<file path="src/fpm_pkg.sv">
// package for the flash paging and mapping control block
// assumes a wishbone classic slave with 8-bit data and byte offsets
package fpm_pkg;
    // ******************************
    // register offsets
    // ******************************
    localparam logic [7:0] FPM_OFS_MAP_CTRL = 8'h13;
    localparam logic [7:0] FPM_OFS_PORT_DATA = 8'hfc;
    localparam logic [7:0] FPM_OFS_PORT_DIR = 8'hfd;
    localparam logic [7:0] FPM_OFS_PAGE_INDEX = 8'hff;

    // ******************************
    // reset values and masks
    // ******************************
    localparam logic [7:0] FPM_MAP_RST_EXP = 8'h0c;
    localparam logic [7:0] FPM_MAP_RST_SC = 8'h0d;
    localparam logic [7:0] FPM_PORT_MASK = 8'h8f;
    localparam logic [7:0] FPM_ZERO8 = 8'h00;
    localparam logic [2:0] FPM_ZERO3 = 3'h0;
    localparam logic [1:0] FPM_ZERO2 = 2'h0;

    // ******************************
    // cpu address map constants
    // ******************************
    localparam logic [15:0] FPM_WIN_BASE = 16'h8000;
    localparam logic [15:0] FPM_WIN_END = 16'hbfff;
    localparam logic [15:0] FPM_LOW_BASE = 16'h4000;
    localparam logic [15:0] FPM_LOW_END = 16'h7fff;
    localparam logic [15:0] FPM_HIGH_BASE = 16'hc000;
    localparam logic [15:0] FPM_FREG_BASE = 16'h00f4;
    localparam logic [15:0] FPM_FREG_END = 16'h00f7;
    localparam logic [15:0] FPM_FOLLOW_OFS = 16'h0400;
    localparam logic [5:0] FPM_FOLLOW_HI = 6'h3f;
    localparam logic [2:0] FPM_FIXED_PAGE_LO = 3'h6;
    localparam logic [1:0] FPM_FIXED_ARRAY = 2'h3;

    // operating modes
    typedef enum logic [1:0] {
        FPM_MODE_SINGLE = 2'h0,
        FPM_MODE_EXP_NARROW = 2'h1,
        FPM_MODE_EXP_WIDE = 2'h3,
        FPM_MODE_PERIPH = 2'h2
    } fpm_mode_e;

    // mapping control register fields
    typedef struct packed {
        logic test_window;
        logic narrow_follow_bus;
        logic [1:0] follow_space_stretch;
        logic [1:0] external_stretch;
        logic upper_half_only;
        logic flash_enable;
    } fpm_map_ctrl_s;

    // cpu access presented to the mapper
    typedef struct packed {
        logic valid;
        logic [15:0] addr;
        logic [4:0] reg_base;
        logic ext_access;
    } fpm_cpu_req_s;

    // decoded mapping result
    typedef struct packed {
        logic flash_sel;
        logic [3:0] array_sel;
        logic [16:0] flash_addr;
        logic freg_sel;
        logic follow_sel;
        logic follow_narrow;
        logic [1:0] stretch;
    } fpm_map_res_s;

    // stretch states
    typedef enum logic [1:0] {
        FPM_ST_IDLE = 2'h0,
        FPM_ST_HIGH = 2'h1,
        FPM_ST_STRETCH = 2'h3
    } fpm_cs_e;
endpackage : fpm_pkg

</file>
<file path="src/fpm_top.sv">
// flash paging and mapping control: page index, paging port, mapping control
// assumes a wishbone classic master, a cpu address tap and the e clock phase
`timescale 1ns/1ps
module fpm_top
    import fpm_pkg::*;
(
    input wire logic clk_i, // system clock
    input wire logic rst_i, // synchronous reset, high
    input wire logic wb_cyc_i, // bus cycle
    input wire logic wb_stb_i, // bus strobe
    input wire logic wb_we_i, // write enable
    input wire logic [7:0] wb_adr_i, // byte offset
    input wire logic [0:0] wb_sel_i, // byte select
    input wire logic [7:0] wb_dat_i, // write data
    output logic [7:0] wb_dat_o, // read data
    output logic wb_ack_o, // acknowledge
    input wire logic special_mode_i, // special (test) modes
    input wire fpm_pkg::fpm_mode_e mode_i, // operating mode
    input wire logic paging_port_emul_enable_i, // port emulation enable
    input wire logic e_high_i, // e clock high phase
    input wire logic page_wr_i, // single-wire page write
    input wire logic [2:0] page_wdata_i, // single-wire page data
    output logic [2:0] page_rdata_o, // single-wire page read
    input wire fpm_pkg::fpm_cpu_req_s cpu_req_i, // cpu access
    output fpm_pkg::fpm_map_res_s map_res_o, // decoded mapping
    output fpm_pkg::fpm_map_ctrl_s map_ctrl_o, // mapping control
    input wire logic [7:0] port_pin_i, // port pin levels
    output logic [7:0] port_pin_o, // port pin drive
    output logic [7:0] port_oe_o // port pin enable
);
    // ******************************
    // registers
    // ******************************
    logic [2:0] page_index_reg;
    logic [7:0] port_data_reg;
    logic [7:0] port_dir_reg;
    fpm_map_ctrl_s map_ctrl_reg;
    logic map_written_reg;
    logic ack_reg;
    logic [7:0] rdata_reg;
    fpm_cs_e cs_state_reg;
    logic [1:0] cs_count_reg;
    logic cs_ext_reg;
    logic chip_sel_n_reg;
    logic [15:0] follow_base;
    logic in_window;
    logic test_win;
    logic port_mapped;
    logic req;
    logic wr;
    logic emul_pin;
    logic external_mode;

    assign req = wb_cyc_i && wb_stb_i && !ack_reg;
    assign wr = req && wb_we_i && wb_sel_i[0];
    assign external_mode = (mode_i != FPM_MODE_SINGLE);
    // off-chip emulation hides the port registers
    assign port_mapped = !(external_mode && paging_port_emul_enable_i);
    assign emul_pin = paging_port_emul_enable_i;
    // test window only in special mode with bit set
    assign test_win = special_mode_i && map_ctrl_reg.test_window;

    // ******************************
    // bus slave
    // ******************************
    // one wait-free ack per request, dropped the next cycle
    always_ff @(posedge clk_i) begin
        if (rst_i) begin
            ack_reg <= 1'b0;
        end else begin
            ack_reg <= req;
        end
    end

    // read data mux; unmapped offsets read zero
    always_ff @(posedge clk_i) begin
        if (rst_i) begin
            rdata_reg <= FPM_ZERO8;
        end else if (req) begin
            unique case (wb_adr_i)
                FPM_OFS_MAP_CTRL: rdata_reg <= map_ctrl_reg;
                FPM_OFS_PORT_DATA: rdata_reg <= port_mapped ?
                    (port_pin_i & FPM_PORT_MASK) : FPM_ZERO8;
                FPM_OFS_PORT_DIR: rdata_reg <= port_mapped ?
                    port_dir_reg : FPM_ZERO8;
                FPM_OFS_PAGE_INDEX: rdata_reg <= {5'h00, page_index_reg};
                default: rdata_reg <= FPM_ZERO8;
            endcase
        end
    end
    assign wb_ack_o = ack_reg;
    assign wb_dat_o = rdata_reg;

    // ******************************
    // page index register
    // ******************************
    // bus writes and the single-wire call path both load it
    always_ff @(posedge clk_i) begin
        if (rst_i) begin
            page_index_reg <= FPM_ZERO3;
        end else if (page_wr_i) begin
            page_index_reg <= page_wdata_i;
        end else if (wr && wb_adr_i == FPM_OFS_PAGE_INDEX) begin
            page_index_reg <= wb_dat_i[2:0];
        end
    end
    assign page_rdata_o = page_index_reg;

    // ******************************
    // paging port
    // ******************************
    // direction register, writable anytime while mapped
    always_ff @(posedge clk_i) begin
        if (rst_i) begin
            port_dir_reg <= FPM_ZERO8;
        end else if (wr && port_mapped && wb_adr_i == FPM_OFS_PORT_DIR) begin
            port_dir_reg <= wb_dat_i & FPM_PORT_MASK;
        end
    end

    // data register; emulation pins keep their latch untouched
    always_ff @(posedge clk_i) begin
        if (rst_i) begin
            port_data_reg <= FPM_ZERO8;
        end else if (wr && port_mapped && wb_adr_i == FPM_OFS_PORT_DATA) begin
            port_data_reg[3] <= wb_dat_i[3];
            if (!emul_pin) begin
                port_data_reg[7] <= wb_dat_i[7];
                port_data_reg[2:0] <= wb_dat_i[2:0];
            end
        end
    end

    // pin drive: emulation pins output index and select, others gpio
    always_comb begin
        port_pin_o = port_data_reg & FPM_PORT_MASK;
        port_oe_o = port_dir_reg & FPM_PORT_MASK;
        if (emul_pin) begin
            port_pin_o[2:0] = page_index_reg;
            port_pin_o[7] = chip_sel_n_reg;
            port_oe_o[2:0] = 3'h7;
            port_oe_o[7] = 1'b1;
        end
    end

    // ******************************
    // mapping control register
    // ******************************
    // write once in normal modes, any number in special modes
    always_ff @(posedge clk_i) begin
        if (rst_i) begin
            map_ctrl_reg <= external_mode && mode_i != FPM_MODE_PERIPH ?
                FPM_MAP_RST_EXP : FPM_MAP_RST_SC;
            map_written_reg <= 1'b0;
        end else if (wr && wb_adr_i == FPM_OFS_MAP_CTRL &&
                     (special_mode_i || !map_written_reg)) begin
            map_ctrl_reg <= wb_dat_i;
            if (!special_mode_i) begin
                map_ctrl_reg.test_window <= 1'b0;
            end
            map_written_reg <= 1'b1;
        end else if (!special_mode_i) begin
            map_ctrl_reg.test_window <= 1'b0;
        end
    end
    assign map_ctrl_o = map_ctrl_reg;

    // ******************************
    // address decode
    // ******************************
    // follow space sits 1k above the register block
    assign follow_base = {cpu_req_i.reg_base, 11'h000} + FPM_FOLLOW_OFS;
    assign in_window = test_win ? (cpu_req_i.addr >= FPM_WIN_BASE)
        : (cpu_req_i.addr >= FPM_WIN_BASE && cpu_req_i.addr <= FPM_WIN_END);

    // flash, flash register and follow space selection
    always_comb begin
        map_res_o = '0;
        if (map_ctrl_reg.flash_enable) begin
            if (in_window) begin
                map_res_o.flash_sel = 1'b1;
                if (test_win) begin
                    // upper index bits as address bits 16:15
                    map_res_o.flash_addr = {page_index_reg[2:1],
                        cpu_req_i.addr[14:0]};
                    map_res_o.array_sel = map_ctrl_reg.upper_half_only ?
                        4'hf : 4'h1 << page_index_reg[2:1];
                end else begin
                    map_res_o.flash_addr = {page_index_reg,
                        cpu_req_i.addr[13:0]};
                    map_res_o.array_sel = 4'h1 << page_index_reg[2:1];
                end
            end else if (cpu_req_i.addr >= FPM_HIGH_BASE ||
                         (cpu_req_i.addr >= FPM_LOW_BASE &&
                          cpu_req_i.addr <= FPM_LOW_END &&
                          !map_ctrl_reg.upper_half_only)) begin
                map_res_o.flash_sel = 1'b1;
                map_res_o.array_sel = 4'h1 << FPM_FIXED_ARRAY;
                // addr bit 15 picks page 6 (low half) or page 7 (high half)
                map_res_o.flash_addr = {FPM_FIXED_PAGE_LO[2:1],
                    cpu_req_i.addr[15], cpu_req_i.addr[13:0]};
            end
            if (cpu_req_i.addr >= FPM_FREG_BASE &&
                cpu_req_i.addr <= FPM_FREG_END) begin
                map_res_o.freg_sel = 1'b1;
                map_res_o.array_sel = (test_win &&
                    map_ctrl_reg.upper_half_only) ?
                    4'hf : 4'h1 << page_index_reg[2:1];
            end
        end
        if (external_mode && mode_i != FPM_MODE_PERIPH &&
            cpu_req_i.addr[15:10] == follow_base[15:10]) begin
            map_res_o.follow_sel = 1'b1;
            map_res_o.follow_narrow = (mode_i == FPM_MODE_EXP_WIDE) &&
                map_ctrl_reg.narrow_follow_bus;
            map_res_o.stretch = map_ctrl_reg.follow_space_stretch;
        end else if (external_mode && mode_i != FPM_MODE_PERIPH &&
                     cpu_req_i.ext_access) begin
            map_res_o.stretch = map_ctrl_reg.external_stretch;
        end
    end

    // ******************************
    // emulation chip select
    // ******************************
    // low in e high for window accesses, held for external_stretch more e high phases on external ones
    always_ff @(posedge clk_i) begin
        if (rst_i) begin
            cs_state_reg <= FPM_ST_IDLE;
            cs_count_reg <= FPM_ZERO2;
            cs_ext_reg <= 1'b0;
            chip_sel_n_reg <= 1'b1;
        end else begin
            unique case (cs_state_reg)
                FPM_ST_IDLE: begin
                    if (paging_port_emul_enable_i && cpu_req_i.valid &&
                        e_high_i && in_window &&
                        (map_ctrl_reg.flash_enable ||
                         cpu_req_i.ext_access)) begin
                        chip_sel_n_reg <= 1'b0;
                        cs_state_reg <= FPM_ST_HIGH;
                        cs_ext_reg <= !map_ctrl_reg.flash_enable;
                        cs_count_reg <= map_ctrl_reg.external_stretch;
                    end
                end
                FPM_ST_HIGH: begin
                    if (!e_high_i) begin
                        if (cs_ext_reg && cs_count_reg != FPM_ZERO2) begin
                            cs_state_reg <= FPM_ST_STRETCH;
                        end else begin
                            chip_sel_n_reg <= 1'b1;
                            cs_state_reg <= FPM_ST_IDLE;
                        end
                    end
                end
                FPM_ST_STRETCH: begin
                    // one count per further e high phase start
                    if (e_high_i) begin
                        cs_state_reg <= FPM_ST_HIGH;
                        cs_count_reg <= cs_count_reg - 2'h1;
                    end
                end
                default: cs_state_reg <= FPM_ST_IDLE;
            endcase
            if (!paging_port_emul_enable_i) begin
                chip_sel_n_reg <= 1'b1;
                cs_state_reg <= FPM_ST_IDLE;
            end
        end
    end
endmodule : fpm_top

</file>
<file path="config.mk">
export PLATFORM = sky130hd
export DESIGN_NAME = fpm_top
export DESIGN_NICKNAME = d
export VERILOG_FILES = /design/src/fpm_pkg.sv /design/src/fpm_top.sv
export SDC_FILE = /design/constraint.sdc
export NUM_CORES = 1
export LEC_CHECK = 0
export BUFFER_PORTS_ARGS = -buffer_cell sky130_fd_sc_hd__buf_2
export CORE_MARGIN = 2
export CORE_UTILIZATION = 35
export DETAILED_ROUTE_END_ITERATION = 12
export GPL_ROUTABILITY_DRIVEN = 0
export PLACE_DENSITY_LB_ADDON = 0.12
export SLEW_MARGIN = 20
export SYNTH_ARGS = -nofsm -noshare
export SYNTH_HDL_FRONTEND = slang
export SYNTH_SLANG_ARGS = --single-unit
</file>
<file path="constraint.sdc">
create_clock -name clk_i -period 2.4 [get_ports clk_i]
set_input_delay 0.12 -clock clk_i [delete_from_list [all_inputs] [get_ports clk_i]]
set_output_delay 0.12 -clock clk_i [all_outputs]
set_load 0.02 [all_outputs]
</file>
# Word level (Yosys, flattened, before mapping)

Index checks and enable logic that the tools add are counted.

Add/sub/neg operators: 2
$lt $le $gt $ge: 7
Equal/unequal tests: 14
Shift-type cells: 1
Muxes and demuxes: 39
Bitwise logic cells: 1
Reductions and logical operators: 47

Operator list:

| kind                   | count |
|---|---|
| $mux 22                | 2 |
| $ge 16x16->1 const B   | 2 |
| $pmux 8 s4             | 1 |
| $logic_and 1x1->1      | 26 |
| $eq 8x8->1 const B     | 3 |
| $mux 8                 | 3 |
| $mux 23                | 1 |
| $mux 21                | 1 |
| $mux 2                 | 9 |
| $add 16x11->16 const B | 1 |
| $ge 16x15->1 const B   | 1 |
| $ge 16x8->1 const B    | 1 |
| $le 16x15->1 const B   | 1 |
| $le 16x16->1 const B   | 1 |
| $le 16x8->1 const B    | 1 |
| $mux 3                 | 4 |
| $mux 4                 | 3 |
| $reduce_bool 2->1      | 6 |
| $mux 1                 | 11 |
| $ne 2x2->1 const B     | 5 |
| $eq 8x5->1 const B     | 1 |
| $mux 7                 | 1 |
| $eq 6x6->1             | 1 |
| $pmux 2 s3             | 1 |
| 15 further kinds       | 24 |

Register bits: 37
Bits of input ports: 62
Output and inout bits: 63

# Logic depth before layout (Yosys ltp)

Depth after elaboration: 8
Gate-level depth with buffers: 6

# Least setup slack after synthesis

No wires, ideal clock.

Path kind: in2reg
Start: input port wb_adr_i[2]
End: register map_ctrl_reg, in the netlist map_ctrl_o[0], enable pin
Setup time: 0.367 ns
Data arrival time: 1.597 ns
Required time: 2.033 ns
Setup slack: 0.436 ns
Cell stages on the path: 4
Cell sequence: or4b_4 -> nor4_4 -> nand2_2 -> o21ai_1

Longest elaborated chain between the ends: 4

Ends and longest elaborated chain:

| element                            | RTL line       | RTL |
|---|---|---|
| start: declaration                 | fpm_top.sv:12  | `input wire logic [7:0] wb_adr_i,` |
| $eq 8x5->1                         | fpm_top.sv:155 | `end else if (wr && wb_adr_i == FPM_OFS_MAP_CTRL &&` |
| $logic_and 1x1->1 (2 in series)    | fpm_top.sv:155 |  |
| $reduce_bool 2->1 (no source line) | -              |  |
| end signal: assignment             | fpm_top.sv:152 | `map_ctrl_reg <= external_mode && mode_i != FPM_MODE_PERIPH ?` |
| end signal: assignment             | fpm_top.sv:157 | `map_ctrl_reg <= wb_dat_i;` |
| end: declaration                   | fpm_top.sv:37  | `fpm_map_ctrl_s map_ctrl_reg;` |

No other way between the ends.
A chain may end at the register's enable or synchronous reset.

# Final worst setup path

Start: register ack_reg (netlist: wb_ack_o)
End: register page_index_reg[1] (netlist: page_rdata_o[1])

Longest elaborated chain between the ends: 6

Ends and longest elaborated chain:

| element                            | RTL line       | RTL |
|---|---|---|
| start: declaration                 | fpm_top.sv:39  | `logic ack_reg;` |
| start signal: assignment           | fpm_top.sv:71  | `ack_reg <= req;` |
| $logic_not 1->1                    | fpm_top.sv:54  | `assign req = wb_cyc_i && wb_stb_i && !ack_reg;` |
| $logic_and 1x1->1                  | fpm_top.sv:54  |  |
| $logic_and 1x1->1 (2 in series)    | fpm_top.sv:55  | `assign wr = req && wb_we_i && wb_sel_i[0];` |
| $logic_and 1x1->1                  | fpm_top.sv:103 | `end else if (wr && wb_adr_i == FPM_OFS_PAGE_INDEX) begin` |
| $reduce_bool 2->1 (no source line) | -              |  |
| end signal: assignment             | fpm_top.sv:102 | `page_index_reg <= page_wdata_i;` |
| end signal: assignment             | fpm_top.sv:104 | `page_index_reg <= wb_dat_i[2:0];` |
| end: declaration                   | fpm_top.sv:34  | `logic [2:0] page_index_reg;` |

No other way between the ends.

==> metrics <==
status=complete, no violations; Num CTS Buffers=5; Synth Instances=272; Worst Reg-to-Reg Cells=5; setup violators final=0; CP max FO=6; Post-synth EDFFs=8; share of post-route cells with drive strength above 1=between 30% and 40%; clk_skew=between 0.004 and 0.005 ns; cell chain of the critical path=nand3b_1 > buf_4 > nor4_2 > mux2i_1 > a211oi_1; Reg clk slew, reported paths=0.07 ns; Synth Area in Simple Gates=28.9%; final clock period utilization by the worst path=roughly four fifths; Finished Layout Cells=roughly 470; CTS tree=yes; crit path DAT=approximately 2.1 ns; Die ar.=~7400 um2; Worst Hold Launch=wb_dat_i[7]; Initial Utilization=between 30 and 40%; Crit-path slowest cell=nor4_2; I/O pins=about 130; WP buf/inv=1; post-synth cell types=53; DP HPWL=around 5500 um; CP Launch Type=register; post-CTS setup buffers=0; initial antenna violation count=0; vias in the first global route=2161; Die Y=roughly 86 um; commonest non-fill, non-tap cell in the layout=buf_2; RR Endpoint=page_rdata_o[1]$_SDFFE_PP0P_; endpoints failing hold=0; n_diodes=0; Min-Delay Path Class=primary input to register; Seq/Total Area, Yosys=a little over a third; max-slew violation count=0; top_reg_cell synth=dfxtp_1; Antenna Nets Post-Route=0; setup TNS=0 ns; worst slew pin tran=~0.66 ns; First DRT Iteration DRCs=71; Crit. End Element=register; WS Path Type=register to register; port bufs=115; core area=6420 um2; critical path startpoint=wb_ack_o$_SDFF_PP0_; post-synth design cell area=roughly 2400 um2; Worst Path Required=roughly 2.6 ns; syn_area_per_cell=just under 9 um2; Max stage delay on crit path=roughly 0.57 ns; stages on the worst setup path=5; Critical Path Sink=page_rdata_o[1]$_SDFFE_PP0P_; post-DR wirelength/cell=about 15 um; largest area contributor in the netlist=dfxtp_1; row cnt=29; placed cells=roughly 460; area grow syn2layout=31.5%; static leakage=0.00147 uW; GRT overflow=0; PostCTS Resize Cnt=0; Peak VDD IR=0.312 mV; power per cell area=between 400 and 500 nW/um2; combinational family with the most area after synthesis=simple AND/OR/NAND/NOR gates; top cells by area in the synthesized netlist=dfxtp_1, edfxtp_1, nand2_1; max cap viols=0; CTS max path bufs=2; fin nets=between 400 and 500; post-synthesis adder-cell area fraction=2.66%; Synth Register Bits=37; flop2flop setup slack=about 0.48 ns; f_max=520 MHz; vias per cell=5.03; drt total wl=slightly below 7000 um; detailed-route DRC error count=0; Synth async-reset ratio=0%; Num Clock Sinks=37; Tmin final=1.92 ns; Root Buffer=clkbuf_8; Worst slew margin=about 56%; Synth Area in Compound Gates=around 18%; hold_buf cts=0; yosys warns=0; crit-path leading delay family=simple AND/OR/NAND/NOR gates; CTS H-tree lvls=2; via count=between 2000 and 2500; die width=approximately 86 um; mux cell area share after synthesis=under 10%; largest net degree at the start of global routing=27; first-pass GRT wire length=~10000 um; most frequent cells in the layout=buf_2, dfxtp_1, nand2_1, nor2_1, a21oi_1; gr usage total=roughly 18%; Synth Area in XOR/XNOR=under 10%; post-synth top area share=24.6%; Initial DRT Pass Iterations=4; Clk Latency, worst-skew pair=0.28 ns; RSZ-0062 raised after global routing=no; start of the worst register-to-register path=wb_ack_o$_SDFF_PP0_
[synthesized netlist by cell type, types with 2 or more instances]
cell	instances
a211oi_1	3
a211oi_2	3
a21oi_1	16
a221oi_1	4
a22o_1	5
a31oi_1	2
and2_1	14
and3_1	3
buf_4	8
clkbuf_1	9
dfxtp_1	29
edfxtp_1	8
ha_1	5
inv_1	12
mux2_1	3
mux2_2	6
mux2i_1	9
nand2_1	25
nand2b_1	5
nand3_1	12
nand3b_1	3
nand4_1	5
nor2_1	19
nor2b_1	7
nor3_1	3
nor4_1	3
o211ai_1	4
o21a_1	5
o21ai_0	6
o21ai_1	4
or2_2	6
or4_1	2
xor2_1	4
[power by group]
part | total, uW | switching (uW) | internal [uW]
logic | 323 | 196 | 127
registers | 678 | 22.7 | 655
clock network | 476 | 217 | 260
total | 1480 | 435 | 1040
[area by class of cell]
cell class	count	area, um2
Clock buffer	7	96.3
Clock inverter	1	5.00
Fill cell	669	3320
Inverter	12	45.0
Multi-Input combinational cell	211	1420
Sequential cell	37	821
Tap cell	77	96.3
Timing Repair Buffer	121	621
[worst min path at each step]
stage | depth (start not counted) | to
5_1_grt | 3 | port_dir_reg[7]$_SDFFE_PP0P_
2_1_floorplan | 2 | port_dir_reg[2]$_SDFFE_PP0P_
4_1_cts | 3 | page_rdata_o[2]$_SDFFE_PP0P_
3_5_place_dp | 3 | page_rdata_o[2]$_SDFFE_PP0P_
6_report | 3 | port_dir_reg[7]$_SDFFE_PP0P_
3_3_place_gp | 3 | port_dir_reg[7]$_SDFFE_PP0P_
[metrics by stage]
| step | total power (uW) | hold slack (ns) | instance area [um2] | worst slack, ns | util [%] |
|---|---|---|---|---|---|
| 2_1_floorplan | 879 | 0.259 | 2370 | 0.436 | - |
| 3_3_place_gp | 1020 | 0.401 | 3000 | 0.354 | 46.7 |
| 3_5_place_dp | 1020 | 0.402 | 3000 | 0.386 | 46.7 |
| 4_1_cts | 1490 | 0.102 | 3100 | 0.464 | 48.3 |
| 5_1_grt | 1540 | 0.110 | 3100 | 0.323 | 48.3 |
| 6_report | 1480 | 0.104 | 3100 | 0.477 | 48.3 |
[worst min-delay path, delay by kind of cell]
kind	cells	cell delay [ns]
buffers and inverters	1	0.12
and+or+nand+nor	1	0.05
muxes	1	0.05
[kinds of logic (layout without fill, tap and decap cells)]
logic type	after synthesis	after routing
AOI/OAI and AO/OA	59	59
muxes	18	18
other	1	6
buffers and inverters	29	141
and+or+nand+nor	118	118
adders and majority gates	5	5
DFF	37	37
xor gates and xnor gates	5	5
[layer usage]
| metal | part of all wire, % | wire [um] | global-route usage (%) | vias up |
|---|---|---|---|---|
| li1 | - | - | - | 1196 |
| met1 | 48 | 3270 | 24.9 | 1077 |
| met2 | 46 | 3120 | 29.1 | 68 |
| met3 | 5.9 | 404 | 3.37 | 4 |
| met4 | 0.61 | 42 | 3.03 | 0 |
| met5 | 0 | 0 | 0 | - |
Power figures use the tool's default switching activity.
